$ cat src/hdl/csu_cfg.svh
// Offsets, field positions, reset values and timing counts of the clock unit
`ifndef CSU_CFG_SVH
`define CSU_CFG_SVH

// Register byte offsets
`define CSU_OFF_PLL_CTRL   8'h00
`define CSU_OFF_OSC_CTRL   8'h04
`define CSU_OFF_FLASH_OPT0 8'h08
`define CSU_OFF_INT_STAT   8'h0c
`define CSU_OFF_INT_CLR    8'h10
`define CSU_OFF_INT_EN     8'h14
`define CSU_OFF_STATE      8'h18

// pll_control_reg fields
`define CSU_PLL_REF_SEL    0
`define CSU_PLL_USE        1
`define CSU_PLL_PD         2
`define CSU_PLL_RATIO_LSB  4
`define CSU_PLL_RATIO_MSB  7

// oscillator_control_reg fields
`define CSU_OSC_TRIM_LSB   0
`define CSU_OSC_TRIM_MSB   9
`define CSU_OSC_RELAX_PD   10
`define CSU_OSC_RELAX_SB   11
`define CSU_OSC_XTAL_PD    12
`define CSU_OSC_EXTERNAL_SOURCE_SELECT    13
`define CSU_OSC_CLK_MODE   14

// Reset values
`define CSU_RST_PLL_CTRL   32'h0000_0004
`define CSU_RST_OSC_CTRL   32'h0000_0000

// Interrupt events
`define CSU_EV_REF_LOST    0
`define CSU_EV_SWITCHED    1
`define CSU_EV_W           2

// Postscaler limits
`define CSU_RATIO_MAX      4'h8

// Timing
`define CSU_CLK_PERIOD_NS  8
`define CSU_LOSS_TIME_NS   5000
`define CSU_LOSS_CYC \
	((`CSU_LOSS_TIME_NS + `CSU_CLK_PERIOD_NS - 1) / `CSU_CLK_PERIOD_NS)

`endif

$ cat src/hdl/csu_pkg.sv
// Types shared by the clock synthesis unit
package csu_pkg;

	typedef enum logic [1:0] {
		SRC_RELAX,
		SRC_XTAL,
		SRC_EXTERNAL_CLOCK_PIN,
		SRC_PLL
	} csu_src_type;

	typedef struct packed {
		logic [3:0] ratio;
		logic       pll_pd;
		logic       pll_use;
		logic       ref_sel;
	} csu_pll_ctrl_type;

	typedef struct packed {
		logic       clk_mode;
		logic       external_source_select;
		logic       xtal_pd;
		logic       relax_sb;
		logic       relax_pd;
		logic [9:0] trim;
	} csu_osc_ctrl_type;

	typedef struct packed {
		csu_src_type src;
		logic [3:0]  ratio;
	} csu_clk_cfg_type;

endpackage

$ cat src/hdl/csu_clock_synthesis.sv
// Clock synthesis unit: source select, postscaler, system clocks, registers
//
// Contract
// - The postscaler divides the selected clock by 1, 2, 4 up to 256.
// - The system clock is the postscaler output divided by two, 50% duty.
// - Timers and serial ports get a clock at twice the system clock rate.
// - Software powers down the relaxation and crystal oscillators separately.
// - Software can power down the PLL.
// - The relaxation oscillator has run, standby and power-down states.
// - Loss of the PLL reference shuts down PLL-derived clocking.
// - After reset the relaxation oscillator is selected and enabled.
// - A ten-bit trim sits in bits 9..0 of the oscillator control register.
// - Each trim step moves the oscillator by about 0.078% of 8 MHz.
// - The factory trim is loaded into flash option register 0 at reset.
// - The clock pin is the reference only with external select, mode set.
//
// The placing of the registers and register access over Wishbone are this design's own decisions.
`include "csu_cfg.svh"

module csu_clock_synthesis #(
	parameter int LOSS_CYCLES = `CSU_LOSS_CYC
) (
	input  wire logic                 clk,
	input  wire logic                 reset_n,
	input  wire logic                 wb_cyc_i,
	input  wire logic                 wb_stb_i,
	input  wire logic                 wb_we_i,
	input  wire logic [7:0]           wb_adr_i,
	input  wire logic [3:0]           wb_sel_i,
	input  wire logic [31:0]          wb_dat_i,
	output logic      [31:0]          wb_dat_o,
	output logic                      wb_ack_o,
	input  wire logic                 relax_osc_clk,
	input  wire logic                 xtal_osc_clk,
	input  wire logic                 external_clock_pin,
	input  wire logic                 pll_clk,
	input  wire logic                 port_b_peripheral_enable,
	input  wire logic                 pin_function_select_c0,
	input  wire logic [9:0]           flash_trim_value,
	output logic                      relax_osc_power_down,
	output logic                      relax_osc_standby,
	output logic                      xtal_osc_power_down,
	output logic                      pll_power_down,
	output logic      [9:0]           relax_osc_trim,
	output logic                      external_clock_route,
	output csu_pkg::csu_src_type      active_source,
	output logic                      sys_clk,
	output logic                      sys_clk_2x,
	output logic                      ref_lost,
	output logic                      irq
);
	import csu_pkg::*;

	localparam logic [9:0] LOSS_CNT = 10'(LOSS_CYCLES);

	// Byte-lane merge of a write into a stored word
	function automatic logic [31:0] merge(input logic [31:0] old,
		input logic [31:0] wdat, input logic [3:0] sel);
		logic [31:0] r;
		r = old;
		for (int i = 0; i < 4; i++) begin
			if (sel[i]) begin
				r[i*8 +: 8] = wdat[i*8 +: 8];
			end
		end
		return r;
	endfunction

	// Register word to and from the PLL control fields
	function automatic logic [31:0] pll_pack(input csu_pll_ctrl_type p);
		logic [31:0] w;
		w = 32'h0;
		w[`CSU_PLL_REF_SEL] = p.ref_sel;
		w[`CSU_PLL_USE] = p.pll_use;
		w[`CSU_PLL_PD] = p.pll_pd;
		w[`CSU_PLL_RATIO_MSB:`CSU_PLL_RATIO_LSB] = p.ratio;
		return w;
	endfunction

	function automatic csu_pll_ctrl_type pll_unpack(input logic [31:0] w);
		csu_pll_ctrl_type p;
		p.ref_sel = w[`CSU_PLL_REF_SEL];
		p.pll_use = w[`CSU_PLL_USE];
		p.pll_pd = w[`CSU_PLL_PD];
		p.ratio = w[`CSU_PLL_RATIO_MSB:`CSU_PLL_RATIO_LSB];
		return p;
	endfunction

	// Register word to and from the oscillator control fields
	function automatic logic [31:0] osc_pack(input csu_osc_ctrl_type o);
		logic [31:0] w;
		w = 32'h0;
		w[`CSU_OSC_TRIM_MSB:`CSU_OSC_TRIM_LSB] = o.trim;
		w[`CSU_OSC_RELAX_PD] = o.relax_pd;
		w[`CSU_OSC_RELAX_SB] = o.relax_sb;
		w[`CSU_OSC_XTAL_PD] = o.xtal_pd;
		w[`CSU_OSC_EXTERNAL_SOURCE_SELECT] = o.external_source_select;
		w[`CSU_OSC_CLK_MODE] = o.clk_mode;
		return w;
	endfunction

	function automatic csu_osc_ctrl_type osc_unpack(input logic [31:0] w);
		csu_osc_ctrl_type o;
		o.trim = w[`CSU_OSC_TRIM_MSB:`CSU_OSC_TRIM_LSB];
		o.relax_pd = w[`CSU_OSC_RELAX_PD];
		o.relax_sb = w[`CSU_OSC_RELAX_SB];
		o.xtal_pd = w[`CSU_OSC_XTAL_PD];
		o.external_source_select = w[`CSU_OSC_EXTERNAL_SOURCE_SELECT];
		o.clk_mode = w[`CSU_OSC_CLK_MODE];
		return o;
	endfunction

	// Terminal count: source edges per half period of the double-rate clock, less one
	function automatic logic [8:0] post_term(input logic [3:0] ratio);
		return 9'((9'h1 << ratio) - 9'h1);
	endfunction

	csu_pll_ctrl_type        pll_q;
	csu_osc_ctrl_type        osc_q;
	csu_clk_cfg_type         act_q;
	csu_clk_cfg_type         req;
	csu_src_type             ref_src;
	logic [3:0]              sy1_q;
	logic [3:0]              sy2_q;
	logic [3:0]              sy3_q;
	logic [3:0]              edg;
	logic [9:0]              opt0_q;
	logic                    opt_loaded_q;
	logic [`CSU_EV_W-1:0]    stat_q;
	logic [`CSU_EV_W-1:0]    en_q;
	logic [`CSU_EV_W-1:0]    ev;
	logic [`CSU_EV_W-1:0]    clr;
	logic                    ack_q;
	logic                    acc;
	logic                    wr;
	logic [31:0]             rd;
	logic                    ext_path;
	logic                    pll_on;
	logic                    shutdown_q;
	logic                    loss;
	logic [9:0]              ref_idle_q;
	logic [9:0]              act_idle_q;
	logic                    stalled;
	logic [8:0]              cnt_q;
	logic                    x2_q;
	logic                    sys_q;
	logic                    tick;
	logic                    period_end;
	logic                    do_switch;

	// Two-flop synchronisers plus one stage for edge detection
	always_ff @(posedge clk or negedge reset_n) begin
		if (!reset_n) begin
			sy1_q <= 4'h0;
			sy2_q <= 4'h0;
			sy3_q <= 4'h0;
		end else begin
			sy1_q <= {pll_clk, external_clock_pin, xtal_osc_clk, relax_osc_clk};
			sy2_q <= sy1_q;
			sy3_q <= sy2_q;
		end
	end

	// Any edge of each source, indexed by the source type
	assign edg = sy2_q ^ sy3_q;

	// Bus access decode; one cycle to answer
	assign acc = wb_cyc_i & wb_stb_i & ~ack_q;
	assign wr = acc & wb_we_i;
	assign clr = (wr && wb_adr_i == `CSU_OFF_INT_CLR) ?
		wb_dat_i[`CSU_EV_W-1:0] : '0;

	// Reference source and requested clock configuration
	always_comb begin
		ext_path = osc_q.external_source_select & osc_q.clk_mode & port_b_peripheral_enable
			& pin_function_select_c0;
		if (!pll_q.ref_sel) begin
			ref_src = SRC_RELAX;
		end else if (ext_path) begin
			ref_src = SRC_EXTERNAL_CLOCK_PIN;
		end else begin
			ref_src = SRC_XTAL;
		end
		pll_on = ~pll_q.pll_pd & ~shutdown_q;
		req.src = (pll_q.pll_use && pll_on) ? SRC_PLL : ref_src;
		req.ratio = (pll_q.ratio > `CSU_RATIO_MAX) ? `CSU_RATIO_MAX :
			pll_q.ratio;
	end

	// Control registers written by software
	always_ff @(posedge clk or negedge reset_n) begin
		if (!reset_n) begin
			pll_q <= pll_unpack(`CSU_RST_PLL_CTRL);
			osc_q <= osc_unpack(`CSU_RST_OSC_CTRL);
		end else if (wr) begin
			if (wb_adr_i == `CSU_OFF_PLL_CTRL) begin
				pll_q <= pll_unpack(merge(pll_pack(pll_q), wb_dat_i, wb_sel_i));
			end else if (wb_adr_i == `CSU_OFF_OSC_CTRL) begin
				osc_q <= osc_unpack(merge(osc_pack(osc_q), wb_dat_i, wb_sel_i));
			end
		end
	end

	// Factory trim captured once after reset release
	always_ff @(posedge clk or negedge reset_n) begin
		if (!reset_n) begin
			opt0_q <= 10'h000;
			opt_loaded_q <= 1'b0;
		end else if (!opt_loaded_q) begin
			opt0_q <= flash_trim_value;
			opt_loaded_q <= 1'b1;
		end
	end

	// Interrupt enable register
	always_ff @(posedge clk or negedge reset_n) begin
		if (!reset_n) begin
			en_q <= '0;
		end else if (wr && wb_adr_i == `CSU_OFF_INT_EN) begin
			en_q <= wb_dat_i[`CSU_EV_W-1:0];
		end
	end

	// Sticky event bits; a new event wins over a clear
	always_ff @(posedge clk or negedge reset_n) begin
		if (!reset_n) begin
			stat_q <= '0;
		end else begin
			stat_q <= (stat_q & ~clr) | ev;
		end
	end

	// Read mux
	always_comb begin
		if (wb_adr_i == `CSU_OFF_PLL_CTRL) begin
			rd = pll_pack(pll_q);
		end else if (wb_adr_i == `CSU_OFF_OSC_CTRL) begin
			rd = osc_pack(osc_q);
		end else if (wb_adr_i == `CSU_OFF_FLASH_OPT0) begin
			rd = {22'h0, opt0_q};
		end else if (wb_adr_i == `CSU_OFF_INT_STAT) begin
			rd = {30'h0, stat_q};
		end else if (wb_adr_i == `CSU_OFF_INT_EN) begin
			rd = {30'h0, en_q};
		end else if (wb_adr_i == `CSU_OFF_STATE) begin
			rd = {24'h0, act_q.ratio, ext_path, stalled, act_q.src};
		end else begin
			rd = 32'h0;
		end
	end

	// Bus answer and read data
	always_ff @(posedge clk or negedge reset_n) begin
		if (!reset_n) begin
			ack_q <= 1'b0;
			wb_dat_o <= 32'h0;
		end else begin
			ack_q <= acc;
			if (acc && !wb_we_i) begin
				wb_dat_o <= rd;
			end
		end
	end

	// Loss watch on the PLL reference while the PLL runs
	always_ff @(posedge clk or negedge reset_n) begin
		if (!reset_n) begin
			ref_idle_q <= 10'h0;
		end else if (edg[ref_src] || !pll_on) begin
			ref_idle_q <= 10'h0;
		end else if (ref_idle_q != LOSS_CNT) begin
			ref_idle_q <= ref_idle_q + 10'h1;
		end
	end

	assign loss = pll_on && ref_idle_q == LOSS_CNT;

	// Shutdown holds until software drops the PLL use bit; loss wins
	always_ff @(posedge clk or negedge reset_n) begin
		if (!reset_n) begin
			shutdown_q <= 1'b0;
		end else if (loss) begin
			shutdown_q <= 1'b1;
		end else if (wr && wb_adr_i == `CSU_OFF_PLL_CTRL && wb_sel_i[0]
			&& !wb_dat_i[`CSU_PLL_USE]) begin
			shutdown_q <= 1'b0;
		end
	end

	// Activity watch on the clock now driving the postscaler
	always_ff @(posedge clk or negedge reset_n) begin
		if (!reset_n) begin
			act_idle_q <= 10'h0;
		end else if (edg[act_q.src]) begin
			act_idle_q <= 10'h0;
		end else if (act_idle_q != LOSS_CNT) begin
			act_idle_q <= act_idle_q + 10'h1;
		end
	end

	assign stalled = act_idle_q == LOSS_CNT;

	// Postscaler terminal and end of a full system clock period
	assign tick = edg[act_q.src] && cnt_q == post_term(act_q.ratio);
	assign period_end = tick && x2_q && sys_q;
	// Switch only at a period boundary, or at once if the old clock died
	assign do_switch = (period_end || stalled) && req != act_q;
	assign ev[`CSU_EV_REF_LOST] = loss;
	assign ev[`CSU_EV_SWITCHED] = do_switch;

	// Active configuration
	always_ff @(posedge clk or negedge reset_n) begin
		if (!reset_n) begin
			act_q.src <= SRC_RELAX;
			act_q.ratio <= 4'h0;
		end else if (do_switch) begin
			act_q <= req;
		end
	end

	// Postscaler counter counts source edges
	always_ff @(posedge clk or negedge reset_n) begin
		if (!reset_n) begin
			cnt_q <= 9'h0;
		end else if (do_switch || tick) begin
			cnt_q <= 9'h0;
		end else if (edg[act_q.src]) begin
			cnt_q <= cnt_q + 9'h1;
		end
	end

	// Double-rate clock and system clock toggles
	always_ff @(posedge clk or negedge reset_n) begin
		if (!reset_n) begin
			x2_q <= 1'b0;
			sys_q <= 1'b0;
		end else if (do_switch) begin
			x2_q <= 1'b0;
			sys_q <= 1'b0;
		end else if (tick) begin
			x2_q <= ~x2_q;
			if (x2_q) begin
				sys_q <= ~sys_q;
			end
		end
	end

	// Outputs to the analog sources and the rest of the chip
	assign wb_ack_o = ack_q;
	assign relax_osc_power_down = osc_q.relax_pd;
	assign relax_osc_standby = osc_q.relax_sb & ~osc_q.relax_pd;
	assign xtal_osc_power_down = osc_q.xtal_pd;
	assign pll_power_down = pll_q.pll_pd | shutdown_q;
	assign relax_osc_trim = osc_q.trim;
	assign external_clock_route = ext_path;
	assign active_source = act_q.src;
	assign sys_clk = sys_q;
	assign sys_clk_2x = x2_q;
	assign ref_lost = shutdown_q;
	assign irq = |(stat_q & en_q);

endmodule

$ cat config.mk
export PLATFORM = sky130hd
export DESIGN_NAME = csu_clock_synthesis
export DESIGN_NICKNAME = d
export VERILOG_FILES = /design/src/hdl/csu_pkg.sv /design/src/hdl/csu_clock_synthesis.sv
export VERILOG_INCLUDE_DIRS = /design/src /design/src/hdl
export SDC_FILE = /design/constraint.sdc
export NUM_CORES = 1
export LEC_CHECK = 0
export BUFFER_PORTS_ARGS = -buffer_cell sky130_fd_sc_hd__buf_2
export CORE_MARGIN = 3
export CORE_UTILIZATION = 35
export CTS_CLUSTER_DIAMETER = 150
export CTS_CLUSTER_SIZE = 16
export DETAILED_ROUTE_END_ITERATION = 8
export PLACE_DENSITY = 0.56
export REMOVE_ABC_BUFFERS = 1
export SKIP_CTS_REPAIR_TIMING = 1
export SLEW_MARGIN = 25
export SYNTH_ARGS = -nofsm -noshare
export SYNTH_HDL_FRONTEND = slang
export SYNTH_SLANG_ARGS = --single-unit
$ cat constraint.sdc
create_clock -name clk -period 3.6 [get_ports clk]
set_input_delay 0 -clock clk [delete_from_list [all_inputs] [get_ports clk]]
set_output_delay 0 -clock clk [all_outputs]
set_load 0.005 [all_outputs]
==> flow_summary.toml <==
[status]
violations = "hold timing"
status = "finished, violations left"

[critical_path]
cp.required_ns = 3.82
end_kind = "flip-flop"
crit_path_start_kind = "flip-flop"
reg2reg_setup_slack_ns = 0.27
crit_path_max_fanout = 12
r2r-start = "act_q[1]$_DFFE_PN0P_"
ff2ff_path_depth = 10
worst_r2r_endpoint = "act_q[2]$_DFFE_PN0P_"
crit_path_start = "act_q[1]$_DFFE_PN0P_"
crit_end = "act_q[2]$_DFFE_PN0P_"
cp.arrival_ns = 3.55
critPathKind = "flip-flop to flip-flop"

[sta]
post-route-period-util_pct = 92.39
hold_viol_final = 1
tightest_slew_ns = 0.7334
report.final.slew_viol_count = 0
grt_setup_unrepaired = "false"
holdWs_ns = -0.0004486
fmax_mhz = 300.7
setup_tns_ns = 0
period_minus_slack_ns = 3.326
finClkSkew_ns = 0.009502
slew_headroom_pct = 50.95
setup_violations = 0

[die]
die_w_um = 127.5
core_um2 = 14150
io_pins = 119
die_area_um2 = 16250
fp.dieH_um = 127.5
start_util_pct = 36.50
rows = 43

[synthesis]
ys_types = 57
ys.flop_type = "dfrtp_1"
async_flop_share_pct = 100.0
syn_area_per_cell_um2 = 10.56
ys_seq_area_share_pct = 49.93
yosysWarnings = 0
syn_inst = 489
synth_edf_count = 0
ys_ff_latch = 103
syn-cell-area_um2 = 5165

[cells_and_area]
antenna_cells = 0
area_growth_pct = 19.36
nets = 654
drive_gt1_share_pct = 26.02
final_cells = 768
stdcell_area_um2 = 6165

[clock_tree]
cts_sinks = 103
clock_path_buffers = 2
numCtsBuffers = 9
worstSkewPairLatency_ns = 0.34
htree_levels = 3
cts.root.buffer_cell = "clkbuf_16"
tritoncts = "yes"
clk_pin_slew_ns = 0.07

[power]
comb_power_share_pct = 19.8
ir_drop_mv = 0.3257
p_seq_share_pct = 47.6
p_int_uw = 2086
powerDensity_nw_per_um2 = 481.1
leakagePower_uw = 0.002887
p_total_uw = 2966
power_switching_share_pct = 29.67
netSwitchingPower_uw = 880.0
p_clk_share_pct = 32.6

[global_routing]
grt_pass1_vias = 3608
track_usage_pct = 14.14
overflow = 0
grt_max_degree = 75
use_met2_pct = 22.76
busiest_layer = "met2"
grt_use_met1_pct = 19.64
grt_first_pass_wirelength_um = 18570
use_met3_pct = 3.261
antenna_found_initial = 0

[placed_design]
hpwl_um = 8165
dpl_cell_area_um2 = 5564
place_inst = 722
place_congestion = 0.7686
portBuffers = 82

[detailed_routing]
num_vias = 3793
routed_wl_um = 11400
drtPass1Iterations = 4
drt_iter0_drc = 185
wl_per_cell_um = 14.84
drcViolationCount = 0
viasPerCell = 4.939
antenna_left = 0

[worst_hold_path]
hold_path_class = "input port to flip-flop"
hold_depth = 3

[job]
maxCapViolations = 0
-- cell usage in the layout, fill, tap and decap left out, drive strengths merged, types with 3 or more instances in the layout --
| master | synthesis | layout |
|---|---|---|
| a21oi | 8 | 8 |
| a222oi | 7 | 7 |
| a31oi | 9 | 9 |
| and3 | 7 | 7 |
| buf | 42 | 85 |
| clkbuf | 6 | 9 |
| clkinv | 0 | 3 |
| conb | 2 | 18 |
| dfrtp | 102 | 102 |
| dlygate4sd3 | 0 | 30 |
| ha | 6 | 6 |
| inv | 14 | 15 |
| mux2 | 41 | 41 |
| mux2i | 4 | 4 |
| nand2 | 48 | 48 |
| nand2b | 7 | 7 |
| nand3 | 18 | 18 |
| nand4 | 8 | 8 |
| nor2 | 57 | 57 |
| nor2b | 4 | 4 |
| nor3 | 7 | 7 |
| nor4 | 3 | 3 |
| o21a | 4 | 4 |
| o21ai | 14 | 14 |
| or2 | 3 | 3 |
| or3 | 3 | 3 |
| xnor2 | 15 | 15 |
| xor2 | 19 | 19 |
-- metal layers --
| layer | wire [um] | up-vias | share of wire, % |
|---|---|---|---|
| li1 | - | 1836 | - |
| met1 | 5258 | 1857 | 46 |
| met2 | 5479 | 91 | 48 |
| met3 | 550 | 9 | 4.8 |
| met4 | 111 | 0 | 0.97 |
| met5 | 0 | - | 0 |
-- cell type report --
type	count	area (um2)
flip-flops and latches	103	2579
fillers	1341	7985
well taps	180	225.2
clock inverters	7	71.32
repair buffers	115	739.5
clock buffers	9	225.2
inverters	14	52.55
multi-input cells	340	2272
-- worst min-delay path by stage --
stage                       start                   endpoint
floorplan                 reset_n  act_idle_q[0]$_DFFE_PN0P_
global route             wb_stb_i         wb_ack_o$_DFF_PN0_
finish                   wb_stb_i         wb_ack_o$_DFF_PN0_
global placement     xtal_osc_clk         sy1_q[1]$_DFF_PN0_
detailed placement   xtal_osc_clk         sy1_q[1]$_DFF_PN0_
CTS                 relax_osc_clk         sy1_q[0]$_DFF_PN0_
-- worst max-delay path: stages, from the launching register on --
cell,delay [ns]
dfrtp_1,0.49
nor2_1,0.37
nand3b_1,0.13
ha_1,0.33
or3_1,0.41
a211oi_2,0.23
o21a_1,0.14
o221a_2,0.23
nand3_2,0.14
o31ai_4,0.38
mux2_1,0.36
-- power groups by stage --
| stage | clock [uW] | sequential (uW) | combinational (uW) |
|---|---|---|---|
| after floorplan | 0 | 1390 | 390 |
| after global placement | 0 | 1430 | 546 |
| after detailed placement | 0 | 1440 | 566 |
| after CTS | 991 | 1410 | 570 |
| after global routing | 1040 | 1430 | 667 |
| final | 966 | 1410 | 588 |
-- Yosys cell counts, drive strengths merged (3+ instances only) --
cell type	instances	area share [%]
nor2b	4	0.48
buf	42	6.0
nand2b	7	0.85
nor3	7	0.87
mux2i	4	0.78
xnor2	15	2.5
xor2	19	3.2
ha	6	1.5
a222oi	7	1.4
inv	14	1.0
dfrtp	102	49
nor4	3	0.36
o21ai	14	1.4
nand3	18	1.8
a21oi	8	0.78
nand4	8	0.97
nor2	57	4.1
mux2	41	8.9
clkbuf	6	0.44
or2	3	0.36
o21a	4	0.58
a31oi	9	1.1
and3	7	0.85
or3	3	0.36
nand2	48	3.5
-- registers in the layout (all words and copies together), names as in the netlist, 7 cells and up --
name            count
opt0_q             10
relax_osc_trim     10
act_idle_q         10
pll_q               7
wb_dat_o           15
cnt_q               9
ref_idle_q         10
-- stage by stage --
| step | setup slack (ns) | util [%] | hold WS [ns] |
|---|---|---|---|
| finish | 0.2740 | 43.57 | -0.0004486 |
| CTS | 0.3134 | 41.42 | -0.2500 |
| detailed placement | 0.3295 | 39.32 | 0.1093 |
| floorplan | 0.7151 | - | -0.2956 |
| global placement | 0.4316 | 39.28 | 0.1076 |
| global route | 0.04305 | 43.57 | 0.007346 |
-- cell families after synthesis --
kind of cell	count (synthesis)	synth area share [%]
muxes	46	10.15
other	2	0.1454
xor gates and xnor gates	34	5.766
AOI/OAI and AO/OA	59	8.551
and+or+nand+nor	177	16.55
DFF	103	49.93
adders and majority gates	6	1.453
buffers and inverters	62	7.461
No activity file was read; power rests on OpenSTA's default activity.
